## config.mk

```make
export PLATFORM = sky130hd
export DESIGN_NAME = remote_io_status_output_map
export DESIGN_NICKNAME = d
export VERILOG_FILES = /design/src/common/rio_map_pkg.sv /design/src/hw/remote_io_status_output_map.sv /design/src/hw/level_sync.sv
export SDC_FILE = /design/constraint.sdc
export NUM_CORES = 1
export LEC_CHECK = 0
export BUFFER_PORTS_ARGS = -buffer_cell sky130_fd_sc_hd__buf_2
export CORE_ASPECT_RATIO = 0.9
export CORE_MARGIN = 4
export CORE_UTILIZATION = 41
export CTS_BUF_LIST = sky130_fd_sc_hd__clkbuf_16
export DETAILED_ROUTE_END_ITERATION = 6
export PLACE_DENSITY = 0.66
export SYNTH_ARGS = -nofsm -noshare
export SYNTH_HDL_FRONTEND = slang
export SYNTH_SLANG_ARGS = --single-unit
```

## constraint.sdc

```tcl
create_clock -name sys_clk_in -period 2.55 [get_ports sys_clk_in]
set_clock_uncertainty 0.05 [all_clocks]
set_input_delay 0.3825 -clock sys_clk_in [delete_from_list [all_inputs] [get_ports sys_clk_in]]
set_output_delay 0.3825 -clock sys_clk_in [all_outputs]
set_load 0.05 [all_outputs]
```

## src/common/rio_map_pkg.sv

```systemverilog
package rio_map_pkg;

	localparam int NUM_CH = 8;
	localparam int ADDR_W = 8;
	localparam int DATA_W = 32;

	// ------------------------------------------------------------------
	// Register offsets (byte addresses, one aligned word each)
	// ------------------------------------------------------------------
	localparam logic [7:0] SUPPLY_FLAGS_OFS = 8'h00;
	localparam logic [7:0] CHAN_FLAGS_OFS = 8'h04;
	localparam logic [7:0] IRQ_STATUS_OFS = 8'h08;
	localparam logic [7:0] IRQ_MASK_OFS = 8'h0c;
	localparam logic [7:0] OUT_CMD_OFS = 8'h10;
	localparam logic [7:0] MODE_CMD_OFS = 8'h14;

	// ------------------------------------------------------------------
	// Field positions
	// ------------------------------------------------------------------
	localparam int SHORT_POS = 0;
	localparam int SENSOR_DROP_POS = 8;
	localparam int ACT_DROP_POS = 9;
	localparam int ACT_DEEP_DROP_POS = 10;
	localparam int COMM_POS = 0;
	localparam int EVENT_POS = 8;
	localparam int PDV_POS = 16;
	localparam int OUT_BITS_POS = 0;
	localparam int DIR_BITS_POS = 16;

	// Interrupt status and mask layout.
	localparam int IRQ_SHORT_POS = 0;
	localparam int IRQ_DROP_POS = 1;
	localparam int IRQ_EVENT_POS = 2;
	localparam int IRQ_COMM_POS = 3;
	localparam int IRQ_W = 4;

	// ------------------------------------------------------------------
	// Reset values
	// ------------------------------------------------------------------
	localparam logic [IRQ_W-1:0] IRQ_MASK_RST = 4'h0;
	localparam logic [15:0] OUT_BITS_RST = 16'h0000;
	localparam logic [15:0] DIR_BITS_RST = 16'h0000;
	localparam logic [NUM_CH-1:0] MODE_RST = 8'h00;
	localparam logic [DATA_W-1:0] RDATA_RST = 32'h0000_0000;

	// ------------------------------------------------------------------
	// Carriers
	// ------------------------------------------------------------------
	typedef struct packed {
		logic [NUM_CH-1:0] supply_short;
		logic sensor_supply_drop_flag;
		logic actuator_supply_drop_flag;
		logic actuator_supply_deep_drop_flag;
		logic [NUM_CH-1:0] comm_started;
		logic [NUM_CH-1:0] event_pending;
		logic [NUM_CH-1:0] pd_valid;
	} rx_flags_t;

	typedef struct packed {
		logic [2*NUM_CH-1:0] out_bits;
		logic [2*NUM_CH-1:0] dir_cmd;
		logic [NUM_CH-1:0] protocol_mode_cmd;
	} ry_cmd_t;

	typedef struct packed {
		logic [NUM_CH-1:0] comm_term;
		logic [NUM_CH-1:0] comm_term_oe_n;
		logic [NUM_CH-1:0] second_term;
		logic [NUM_CH-1:0] second_term_oe_n;
	} term_drive_t;

endpackage : rio_map_pkg

```

## src/hw/remote_io_status_output_map.sv

```systemverilog
//Contract
// - Each channel's supply-terminal short sets its own supply short flag.
// - Supply short flags are reported in every channel mode.
// - Sensor drop flag is high while the sensor supply is at or below 18V.
// - Actuator drop flag is high while actuator supply is at or below 18V.
// - Deep drop flag is high while actuator supply is at or below 11V.
// - Deep drop flag never shows without the shallow actuator drop flag.
// - Comm started flag tracks protocol communication in protocol mode only.
// - Event pending flag sets when the protocol device raises an event.
// - Event pending clears only after the master read all pending events; the code also clears it when the channel leaves protocol mode.
// - Data valid flag shows valid process data, only in protocol mode.
// - Data valid flag stays low while the channel does not communicate.
// - Output bits pair per channel: even to comm terminal, odd to second.
// - Even output bit applies only in plain digital output mode.
// - Odd output bit applies in protocol and digital output modes only.
// - Mode command sets comm terminal to protocol; second stays plain.
// - Direction command makes a plain terminal an output when set.
//
// Our own choices: the plain strobed port and the placing of the registers.
`timescale 1ns/1ps
`default_nettype none

module remote_io_status_output_map (
	input wire logic sys_clk_in,
	input wire logic srst_in,
	input wire logic ce_in,
	// Cyclic exchange with the network master.
	input wire logic cyc_exchange_in,
	input wire rio_map_pkg::ry_cmd_t ry_cmd_in,
	output rio_map_pkg::rx_flags_t rx_flags_out,
	// Detectors on pins, asynchronous to sys_clk_in.
	input wire logic [rio_map_pkg::NUM_CH-1:0] supply_short_in,
	input wire logic sensor_supply_low18_in,
	input wire logic actuator_supply_low18_in,
	input wire logic actuator_supply_low11_in,
	// Per-channel protocol logic, same clock.
	input wire logic [rio_map_pkg::NUM_CH-1:0] comm_active_in,
	input wire logic [rio_map_pkg::NUM_CH-1:0] event_raise_in,
	input wire logic [rio_map_pkg::NUM_CH-1:0] events_all_read_in,
	input wire logic [rio_map_pkg::NUM_CH-1:0] pd_valid_in,
	output logic [rio_map_pkg::NUM_CH-1:0] protocol_mode_out,
	// Terminal drivers.
	output rio_map_pkg::term_drive_t term_out,
	// Register port.
	input wire logic [rio_map_pkg::ADDR_W-1:0] reg_addr_in,
	input wire logic [rio_map_pkg::DATA_W-1:0] reg_wdata_in,
	input wire logic reg_wr_in,
	input wire logic reg_rd_in,
	output logic [rio_map_pkg::DATA_W-1:0] reg_rdata_out,
	output logic irq_out
);

	import rio_map_pkg::*;

	// ------------------------------------------------------------------
	// Pin synchronisers
	// ------------------------------------------------------------------
	logic [NUM_CH+2:0] pin_raw;
	logic [NUM_CH+2:0] pin_sync;
	logic [NUM_CH-1:0] short_s;
	logic sensor_low18_s;
	logic act_low18_s;
	logic act_low11_s;

	assign pin_raw = {actuator_supply_low11_in, actuator_supply_low18_in,
		sensor_supply_low18_in, supply_short_in};

	level_sync #(
		.WIDTH(NUM_CH + 3)
	) u_pin_sync (
		.sys_clk_in(sys_clk_in),
		.srst_in(srst_in),
		.ce_in(ce_in),
		.async_in(pin_raw),
		.sync_out(pin_sync)
	);

	assign short_s = pin_sync[NUM_CH-1:0];
	assign sensor_low18_s = pin_sync[NUM_CH];
	assign act_low18_s = pin_sync[NUM_CH+1];
	assign act_low11_s = pin_sync[NUM_CH+2];

	// ------------------------------------------------------------------
	// Master command latch and event tracking
	// ------------------------------------------------------------------
	// Master bits are taken only on an exchange so that a half-updated
	// word never reaches the terminals.
	ry_cmd_t cmd_r;
	ry_cmd_t cmd_nxt;
	logic [NUM_CH-1:0] event_r;
	logic [NUM_CH-1:0] event_nxt;

	always_comb
	begin
		cmd_nxt = cmd_r;
		event_nxt = event_r;
		if (srst_in)
		begin
			cmd_nxt.out_bits = OUT_BITS_RST;
			cmd_nxt.dir_cmd = DIR_BITS_RST;
			cmd_nxt.protocol_mode_cmd = MODE_RST;
			event_nxt = '0;
		end
		else if (ce_in)
		begin
			if (cyc_exchange_in)
				cmd_nxt = ry_cmd_in;
			// A new event in the same cycle as the last read wins.
			event_nxt = (event_r & ~events_all_read_in) | event_raise_in;
			event_nxt = event_nxt & cmd_r.protocol_mode_cmd;
		end
	end

	always_ff @(posedge sys_clk_in)
	begin
		cmd_r <= cmd_nxt;
		event_r <= event_nxt;
	end

	assign protocol_mode_out = cmd_r.protocol_mode_cmd;

	// ------------------------------------------------------------------
	// Live flag word and cyclic snapshot
	// ------------------------------------------------------------------
	rx_flags_t live;
	rx_flags_t flags_r;
	rx_flags_t flags_nxt;

	always_comb
	begin
		live.supply_short = short_s;
		live.sensor_supply_drop_flag = sensor_low18_s;
		// The deep drop forces the shallow one, even while the two
		// comparators disagree during a slow ramp.
		live.actuator_supply_drop_flag = act_low18_s | act_low11_s;
		live.actuator_supply_deep_drop_flag = act_low11_s;
		live.comm_started = comm_active_in & cmd_r.protocol_mode_cmd;
		live.event_pending = event_r;
		live.pd_valid = pd_valid_in & comm_active_in
			& cmd_r.protocol_mode_cmd;
	end

	always_comb
	begin
		flags_nxt = flags_r;
		if (srst_in)
			flags_nxt = '0;
		else if (ce_in && cyc_exchange_in)
			flags_nxt = live;
	end

	always_ff @(posedge sys_clk_in)
	begin
		flags_r <= flags_nxt;
	end

	assign rx_flags_out = flags_r;

	// ------------------------------------------------------------------
	// Terminal drivers
	// ------------------------------------------------------------------
	term_drive_t term_r;
	term_drive_t term_nxt;
	term_drive_t term_live;

	generate
		for (genvar ch = 0; ch < NUM_CH; ch++)
		begin : g_term
			logic proto;
			logic comm_dir;
			logic second_dir;
			assign proto = cmd_r.protocol_mode_cmd[ch];
			assign comm_dir = cmd_r.dir_cmd[2*ch];
			assign second_dir = cmd_r.dir_cmd[2*ch+1];

			// In protocol mode the comm terminal belongs to the protocol
			// transceiver, so this block lets go of it.
			assign term_live.comm_term_oe_n[ch] = proto | ~comm_dir;
			assign term_live.comm_term[ch] = ~proto & comm_dir
				& cmd_r.out_bits[2*ch];
			assign term_live.second_term_oe_n[ch] =
				~second_dir;
			assign term_live.second_term[ch] = second_dir
				& cmd_r.out_bits[2*ch+1];
		end
	endgenerate

	// A single process owns the whole next word, so every bit has one writer.
	always_comb
	begin
		term_nxt = term_r;
		if (srst_in)
		begin
			term_nxt.comm_term = '0;
			term_nxt.comm_term_oe_n = '1;
			term_nxt.second_term = '0;
			term_nxt.second_term_oe_n = '1;
		end
		else if (ce_in)
			term_nxt = term_live;
	end

	always_ff @(posedge sys_clk_in)
	begin
		term_r <= term_nxt;
	end

	assign term_out = term_r;

	// ------------------------------------------------------------------
	// Interrupt sources
	// ------------------------------------------------------------------
	logic [IRQ_W-1:0] irq_set;
	rx_flags_t prev_r;
	rx_flags_t prev_nxt;

	always_comb
	begin
		irq_set = '0;
		irq_set[IRQ_SHORT_POS] = |(live.supply_short & ~prev_r.supply_short);
		irq_set[IRQ_DROP_POS] =
			(live.sensor_supply_drop_flag & ~prev_r.sensor_supply_drop_flag)
			| (live.actuator_supply_drop_flag
			& ~prev_r.actuator_supply_drop_flag);
		irq_set[IRQ_EVENT_POS] = |(live.event_pending & ~prev_r.event_pending);
		irq_set[IRQ_COMM_POS] = |(live.comm_started ^ prev_r.comm_started);
	end

	always_comb
	begin
		prev_nxt = prev_r;
		if (srst_in)
			prev_nxt = '0;
		else if (ce_in)
			prev_nxt = live;
	end

	always_ff @(posedge sys_clk_in)
	begin
		prev_r <= prev_nxt;
	end

	// ------------------------------------------------------------------
	// Register port
	// ------------------------------------------------------------------
	logic [IRQ_W-1:0] irq_stat_r;
	logic [IRQ_W-1:0] irq_stat_nxt;
	logic [IRQ_W-1:0] irq_mask_r;
	logic [IRQ_W-1:0] irq_mask_nxt;
	logic [DATA_W-1:0] rdata_r;
	logic [DATA_W-1:0] rdata_nxt;
	logic [DATA_W-1:0] rd_word;
	logic [IRQ_W-1:0] w1c;

	always_comb
	begin
		rd_word = '0;
		unique case (reg_addr_in)
			SUPPLY_FLAGS_OFS:
			begin
				rd_word[SHORT_POS +: NUM_CH] = flags_r.supply_short;
				rd_word[SENSOR_DROP_POS] = flags_r.sensor_supply_drop_flag;
				rd_word[ACT_DROP_POS] = flags_r.actuator_supply_drop_flag;
				rd_word[ACT_DEEP_DROP_POS] =
					flags_r.actuator_supply_deep_drop_flag;
			end
			CHAN_FLAGS_OFS:
			begin
				rd_word[COMM_POS +: NUM_CH] = flags_r.comm_started;
				rd_word[EVENT_POS +: NUM_CH] = flags_r.event_pending;
				rd_word[PDV_POS +: NUM_CH] = flags_r.pd_valid;
			end
			IRQ_STATUS_OFS: rd_word[IRQ_W-1:0] = irq_stat_r;
			IRQ_MASK_OFS: rd_word[IRQ_W-1:0] = irq_mask_r;
			OUT_CMD_OFS:
			begin
				rd_word[OUT_BITS_POS +: 2*NUM_CH] = cmd_r.out_bits;
				rd_word[DIR_BITS_POS +: 2*NUM_CH] = cmd_r.dir_cmd;
			end
			MODE_CMD_OFS: rd_word[NUM_CH-1:0] = cmd_r.protocol_mode_cmd;
			default: rd_word = '0;
		endcase
	end

	always_comb
	begin
		irq_stat_nxt = irq_stat_r;
		irq_mask_nxt = irq_mask_r;
		rdata_nxt = rdata_r;
		w1c = '0;
		if (srst_in)
		begin
			irq_stat_nxt = '0;
			irq_mask_nxt = IRQ_MASK_RST;
			rdata_nxt = RDATA_RST;
		end
		else if (ce_in)
		begin
			if (reg_wr_in && reg_addr_in == IRQ_STATUS_OFS)
				w1c = reg_wdata_in[IRQ_W-1:0];
			if (reg_wr_in && reg_addr_in == IRQ_MASK_OFS)
				irq_mask_nxt = reg_wdata_in[IRQ_W-1:0];
			// A source firing in the clearing cycle stays set.
			irq_stat_nxt = (irq_stat_r & ~w1c) | irq_set;
			// Read data stand for exactly one cycle after the strobe.
			rdata_nxt = reg_rd_in ? rd_word : '0;
		end
	end

	always_ff @(posedge sys_clk_in)
	begin
		irq_stat_r <= irq_stat_nxt;
		irq_mask_r <= irq_mask_nxt;
		rdata_r <= rdata_nxt;
	end

	assign reg_rdata_out = rdata_r;
	assign irq_out = |(irq_stat_r & irq_mask_r);

endmodule : remote_io_status_output_map

`default_nettype wire

```

## src/hw/level_sync.sv

```systemverilog
`timescale 1ns/1ps
`default_nettype none

module level_sync #(
	parameter int WIDTH = 1
) (
	input wire logic sys_clk_in,
	input wire logic srst_in,
	input wire logic ce_in,
	input wire logic [WIDTH-1:0] async_in,
	output logic [WIDTH-1:0] sync_out
);

	logic [WIDTH-1:0] meta_r;
	logic [WIDTH-1:0] meta_nxt;
	logic [WIDTH-1:0] sync_r;
	logic [WIDTH-1:0] sync_nxt;

	// The first stage feeds only the second stage.
	always_comb
	begin
		meta_nxt = meta_r;
		sync_nxt = sync_r;
		if (srst_in)
		begin
			meta_nxt = '0;
			sync_nxt = '0;
		end
		else if (ce_in)
		begin
			meta_nxt = async_in;
			sync_nxt = meta_r;
		end
	end

	always_ff @(posedge sys_clk_in)
	begin
		meta_r <= meta_nxt;
		sync_r <= sync_nxt;
	end

	assign sync_out = sync_r;

endmodule : level_sync

`default_nettype wire

```

==> flow_metrics.py, run 1 <==
metrics = {
    "outcome": {
        "status": "finished clean",
    },
    "die": {
        "core_area_um2": 19340,
        "rows": 48,
        "die-area_um2": 22220,
        "initial_core_util": 0.4218,
        "ios": 237,
        "die_x_um": 156.7,
        "die_y_um": 141.8,
    },
    "sta": {
        "tns_ns": 0,
        "maxSlewViolCount": 0,
        "rsz0062_at_grt": "no",
        "slew_headroom": 0.6614,
        "hold_violations": 0,
        "worst_pin_slew_ns": 0.5078,
        "min_period_ns": 2.031,
        "post-route-period-util": 0.7964,
        "fmax_mhz": 492.4,
        "setup_violations": 0,
    },
    "route": {
        "route.vias.total": 7269,
        "drt_iter0_markers": 386,
        "drc": 0,
        "dr.pass1.iters": 5,
        "viasPerCell": 5.200,
        "drt-total-wl_mm": 25.34,
        "drt-wirelength-per-cell_um": 18.13,
        "antenna_left": 0,
    },
    "final_layout": {
        "drive_gt1_frac": 0.2459,
        "final_nets": 1262,
        "syn_to_final_growth_pct": 24.93,
        "layout.cells.non_filler": 1398,
    },
    "synth": {
        "ys_ff_latch": 203,
        "ys_seq_area_frac": 0.4982,
        "syn_inst": 959,
        "synth_cell_types": 31,
        "synthesis.nets": 1088,
        "syn_area_um2": 8157,
        "ys_warn_count": 0,
        "synth.avg_cell_area_um2": 8.505,
    },
    "placed_design": {
        "placedCellCount": 1358,
        "io_buffers": 208,
        "gp_congestion": 0.8155,
        "dpl.hpwl_mm": 18.00,
    },
    "setup_path": {
        "max_stage_delay_ns": 0.56,
        "crit_path_end_kind": "output pin",
        "worstPathCellList": "buf_4 > buf_2",
        "required_ns": 2.12,
        "startpoint_type": "register",
        "criticalPathCategory": "register to output pin",
        "reg2regPathDepth": 4,
        "crit_arrival_ns": 1.60,
        "slowest_stage": "dfxtp_1",
        "cp_max_fo": 6,
    },
    "job": {
        "max_cap_viol_count": 0,
    },
    "grt": {
        "grt_pass1_wl_mm": 38.88,
        "grt.overflow.total": 0,
        "antenna_found_initial": 1,
        "grt_max_degree": 97,
        "grt_pass1_vias": 6930,
        "grt.total_usage": 0.2209,
    },
    "clock_network": {
        "clk_pin_slew_ns": 0.06,
        "htreeDepth": 1,
        "cts_resized": 0,
        "clock_path_buffers": 3,
        "post_cts_buffers": 0,
        "cts.sinks": 203,
        "clk_latency_ns": 0.50,
        "cts_buffers": 23,
        "cts_root_buffer": "clkbuf_16",
        "cts_tree": "yes",
        "hold_buffers": 0,
    },
    "min_path": {
        "hold_class": "input port to register",
        "holdPathStages": 2,
    },
    "power_and_ir_drop": {
        "powerDensity_nw_per_um2": 709.8,
        "p_leak_nw": 4.335,
        "totalPowerFinal_mw": 7.232,
        "ir_drop_uv": 401.2,
    },
}
==> cells by family (layout without fill, tap and decap cells) <==
logic type | Yosys count | in the layout | share of synthesized area
simple gates | 375 | 375 | 0.2095
compound gates | 209 | 209 | 0.1473
flops | 203 | 203 | 0.4982
buf+inv | 110 | 298 | 0.05660
mux | 62 | 62 | 0.08836
other cells | 0 | 1 | 0
==> area by class of cell <==
| cell class | instances | area [um^2] |
|---|---|---|
| antenna | 1 | 2.502 |
| fill | 1855 | 9149 |
| multi-input combinational | 646 | 3637 |
| tap | 250 | 312.8 |
| sequential | 203 | 4064 |
| clock buffer | 23 | 575.6 |
| inverter | 27 | 101.3 |
| clock inverter | 16 | 187.7 |
| timing repair buffer | 232 | 1309 |
==> critical path, delay by kind of cell (launching register included) <==
kind / cells / cell delay, ns
buffers and inverters: 2 / 0.54
flip-flops: 1 / 0.56
==> stage by stage <==
step	hold slack (ns)	setup slack, ns	area, um^2	utilization
floorplan	0.3947	0.6555	8157	-
detailed placement	0.3897	0.5448	9424	0.4873
finish	0.05737	0.5193	10190	0.5269
global route	0.06766	0.4824	10190	0.5269
CTS	0.04259	0.5299	10190	0.5268
global placement	0.3842	0.5794	9424	0.4873
==> worst paths after layout <==
check             slack [ns]                    to                  from
setup reg to reg        0.71         irq_stat_r[3]  protocol_mode_out[6]
setup / recovery        0.52  protocol_mode_out[6]  protocol_mode_out[6]
hold / removal          0.06         irq_stat_r[1]       reg_wdata_in[1]
hold reg to reg         0.41      reg_rdata_out[3]      reg_rdata_out[3]
==> power by group <==
part	leakage [nW]	total [mW]	switching (mW)	internal, mW
registers	1.65	3.31	0.0660	3.24
clock network	0.384	3.35	1.30	2.05
logic	2.30	0.574	0.364	0.210
==> state kept, by name, indices dropped and copies added (netlist names) <==
| name | cells |
|---|---|
| rx_flags_out | 35 |
| cmd_r | 32 |
| reg_rdata_out | 32 |
| term_out | 32 |
| prev_r | 26 |
| u_pin_sync.meta_r | 11 |
| u_pin_sync.sync_out | 11 |
| event_r | 8 |
| protocol_mode_out | 8 |
| irq_mask_r | 4 |
| irq_stat_r | 4 |
==> cell usage in the layout (no fill, tap or decap), drive strengths merged, types with 2 or more instances in the layout <==
cell type	n
a22oi	10
nand2	162
nor2	93
clkbuf	23
buf	232
nor2b	28
a32oi	8
nand3	33
inv	28
o21ai	31
clkinv	11
a21oi	125
mux2i	54
mux4	8
and3	17
dfxtp	203
nor4	2
bufinv	4
or4	4
o22ai	13
a22o	16
a32o	3
a211oi	2
nand2b	33
==> routing by layer <==
metal	wire (um)	GRT usage
met1	11840	0.3157
met2	11280	0.3512
met3	1732	0.03873
met4	485	0.04795
met5	0	0
==> synth_stat cells <==
library cell	n	area, um^2
buf_1	4	15.01
buf_4	9	67.56
nand2_1	162	608.1
o21ai_0	31	155.2
nor2b_1	28	175.2
a32o_1	3	30.03
a311oi_1	1	8.760
o22ai_1	13	81.33
a22o_1	16	140.1
and2_1	1	6.260
nand3b_1	1	7.510
and3_1	17	106.4
clkbuf_1	63	236.5
nor4b_4	1	23.77
dfxtp_1	203	4064
nand3_1	33	165.2
nand2b_1	33	206.5
a22oi_1	10	75.07
mux2i_1	54	540.5
a211oi_1	2	15.01
a32oi_1	8	70.07
or4_4	1	11.26
or4_1	3	22.52
a21oi_1	125	625.6
nor4_1	1	6.260
nor4_4	1	21.27
nor2_1	93	349.1
buf_2	6	30.03
buf_6	1	11.26
mux4_2	8	180.2
inv_1	27	101.4
Power figures use the tool's default switching activity.
==> run 2, diff against run 1 <==
--- a/config.mk
+++ b/config.mk
@@ -11,7 +11,7 @@
 export CORE_UTILIZATION = 41
 export CTS_BUF_LIST = sky130_fd_sc_hd__clkbuf_16
 export DETAILED_ROUTE_END_ITERATION = 6
-export PLACE_DENSITY = 0.66
+export PLACE_DENSITY = 0.68
 export SYNTH_ARGS = -nofsm -noshare
 export SYNTH_HDL_FRONTEND = slang
 export SYNTH_SLANG_ARGS = --single-unit
==> constraint.sdc (replaced) <==
create_clock -name sys_clk_in -period 1.75 [get_ports sys_clk_in]
set_clock_uncertainty 0.05 [all_clocks]
set_input_delay 0.2625 -clock sys_clk_in [delete_from_list [all_inputs] [get_ports sys_clk_in]]
set_output_delay 0.2625 -clock sys_clk_in [all_outputs]
set_load 0.05 [all_outputs]
==> run 2 against run 1 <==
  * Clock-buffer cell count did not move
  * Sequential power rose by 46%
  * Cell area rose by 8.5%
  * Global-route usage rose by 0.67 points
  * Largest cell class unchanged
  * Largest power group is now sequential cells
  * Highest routed layer unchanged
==> flow_metrics.py, run 2 (synthesis gave the netlist of run 1 again) <==
metrics = {
    "die": {
        "rows": 48,
        "ios": 237,
        "die_y_um": 141.8,
        "core_area_um2": 19340,
        "die_x_um": 156.7,
        "die-area_um2": 22220,
        "initial_core_util": 0.4218,
    },
    "final_layout": {
        "final_cell_mix": "206 x buf_2, 202 x dfxtp_1, 161 x nand2_1",
        "largest_reg_flops": 35,
        "drive_gt1_frac": 0.2389,
        "ff_latch_area_um2": 4065,
        "antenna_cells": 0,
        "final_common_cell": "buf_2",
        "final_design_area_no_fill_um2": 11060,
        "multi_input_area_um2": 3647,
        "nFillCells": 1760,
        "final_nets": 1351,
        "syn_to_final_growth_pct": 35.59,
    },
    "sta": {
        "hold_violations": 0,
        "post-route-period-util": 0.9705,
        "setup_violations": 0,
        "slew_headroom": 0.7110,
        "tns_ns": 0,
        "layout_setup_ws_ns": 0.05166,
        "worst_pin_slew_ns": 0.4319,
        "min_period_ns": 1.698,
        "holdWs_ns": 0.01444,
        "maxSlewViolCount": 0,
        "fmax_mhz": 588.8,
        "rsz0062_at_grt": "no",
    },
    "route": {
        "drc": 0,
        "viasPerCell": 5.154,
        "drt_iter0_markers": 548,
        "drt-total-wl_mm": 26.26,
        "drt-wirelength-per-cell_um": 17.68,
        "antenna_left": 0,
        "route.vias.total": 7654,
        "dr.pass1.iters": 4,
    },
    "clock_network": {
        "clock_path_buffers": 3,
        "cts_buffers": 23,
        "cts_root_buffer": "clkbuf_16",
        "clk_pin_slew_ns": 0.06,
        "htreeDepth": 1,
        "cts.sinks": 203,
        "cts_tree": "yes",
        "clk_latency_ns": 0.50,
    },
    "min_path": {
        "hold_class": "input port to register",
        "holdPathStages": 3,
        "hold_end": "irq_mask_r[2]",
        "hold_path_startpoint": "reg_wdata_in[2]",
    },
    "grt": {
        "grt_pass1_wl_mm": 40.50,
        "grt.total_usage": 0.2276,
        "grt_max_degree": 84,
        "grt.overflow.total": 0,
        "grt_pass1_vias": 7273,
        "antenna_found_initial": 0,
    },
    "setup_path": {
        "reg2reg_from": "protocol_mode_out[2]",
        "crit_family": "buffers and inverters",
        "worstPathCellList": "buf_4 > buf_2",
        "reg2regPathDepth": 4,
        "crit_start": "protocol_mode_out[6]",
        "startpoint_type": "register",
        "max_stage_delay_ns": 0.41,
        "ff2ff_setup_slack_ns": 0.15,
        "r2r-end": "irq_stat_r[3]",
        "required_ns": 1.44,
        "slowest_stage": "dfxtp_2",
        "crit_buf_inv": 2,
        "crit_arrival_ns": 1.39,
        "criticalPathCategory": "register to output pin",
        "crit_path_end_kind": "output pin",
        "cp_max_fo": 5,
    },
    "power_and_ir_drop": {
        "p_leak_nw": 4.718,
        "totalPowerFinal_mw": 10.63,
        "ir_drop_uv": 585.2,
        "powerDensity_nw_per_um2": 961.1,
    },
    "outcome": {
        "status": "finished clean",
    },
    "placed_design": {
        "gp_congestion": 0.7927,
        "place_ws_ns": -0.1499,
        "place_area_um2": 9568,
        "dpl.hpwl_mm": 18.34,
        "io_buffers": 208,
    },
    "job": {
        "max_cap_viol_count": 0,
    },
}
==> run 2: changes by cell type in the layout (fill, tap and decap cells not counted), sizes merged <==
cell         delta
buf            +15
clkinv          -3
diode           -1
dlygate4sd3    +74
inv             +2
==> run 2: metrics by stage <==
step                        util  cells
after floorplan                -    959
after detailed placement  0.4948   1373
after global placement    0.4948   1373
after global routing      0.5719   1485
after CTS                 0.5717   1485
final                     0.5719   1485
==> run 2: tightest hold or removal path, cell delays in order <==
cell,delay [ns]
buf_2,0.10
mux2i_1,0.07
nor2_1,0.09
==> run 2: final cells by class <==
type | instances | area share
flip-flops and latches | 203 | 0.3676
multi-input cells | 646 | 0.3298
clock inverters | 15 | 0.01539
inverters | 27 | 0.009164
well taps | 250 | 0.02828
repair buffers | 321 | 0.1978
clock buffers | 23 | 0.05204
==> run 2: layer usage <==
metal | wire (um) | global-route usage
met1 | 11840 | 0.3199
met2 | 12220 | 0.3717
met3 | 1695 | 0.03599
met4 | 509 | 0.04840
met5 | 0 | 0
==> run 2: how the worst max path moves through the flow <==
stage                           end  slack [ns]  cells after the start
6_report       protocol_mode_out[6]        0.05                      2
5_1_grt        protocol_mode_out[6]        0.01                      2
4_1_cts               irq_stat_r[3]        0.02                      6
3_5_place_dp      reg_rdata_out[25]       -0.15                      6
3_3_place_gp      reg_rdata_out[31]        -0.1                      6
2_1_floorplan     reg_rdata_out[28]        0.04                      5
==> run 2: report_power, final <==
group / switching [mW] / internal, mW
clock network: 1.84 / 2.96
logic: 0.573 / 0.438
registers: 0.0906 / 4.73
total: 2.51 / 8.12
==> run 2: timing repair <==
action                                  CTS  global route
endpoints found under the setup margin    2             1
gates resized for setup                   1             1
hold buffers                             74             0
endpoints found under the hold margin    75             0
setup buffers                             0             0
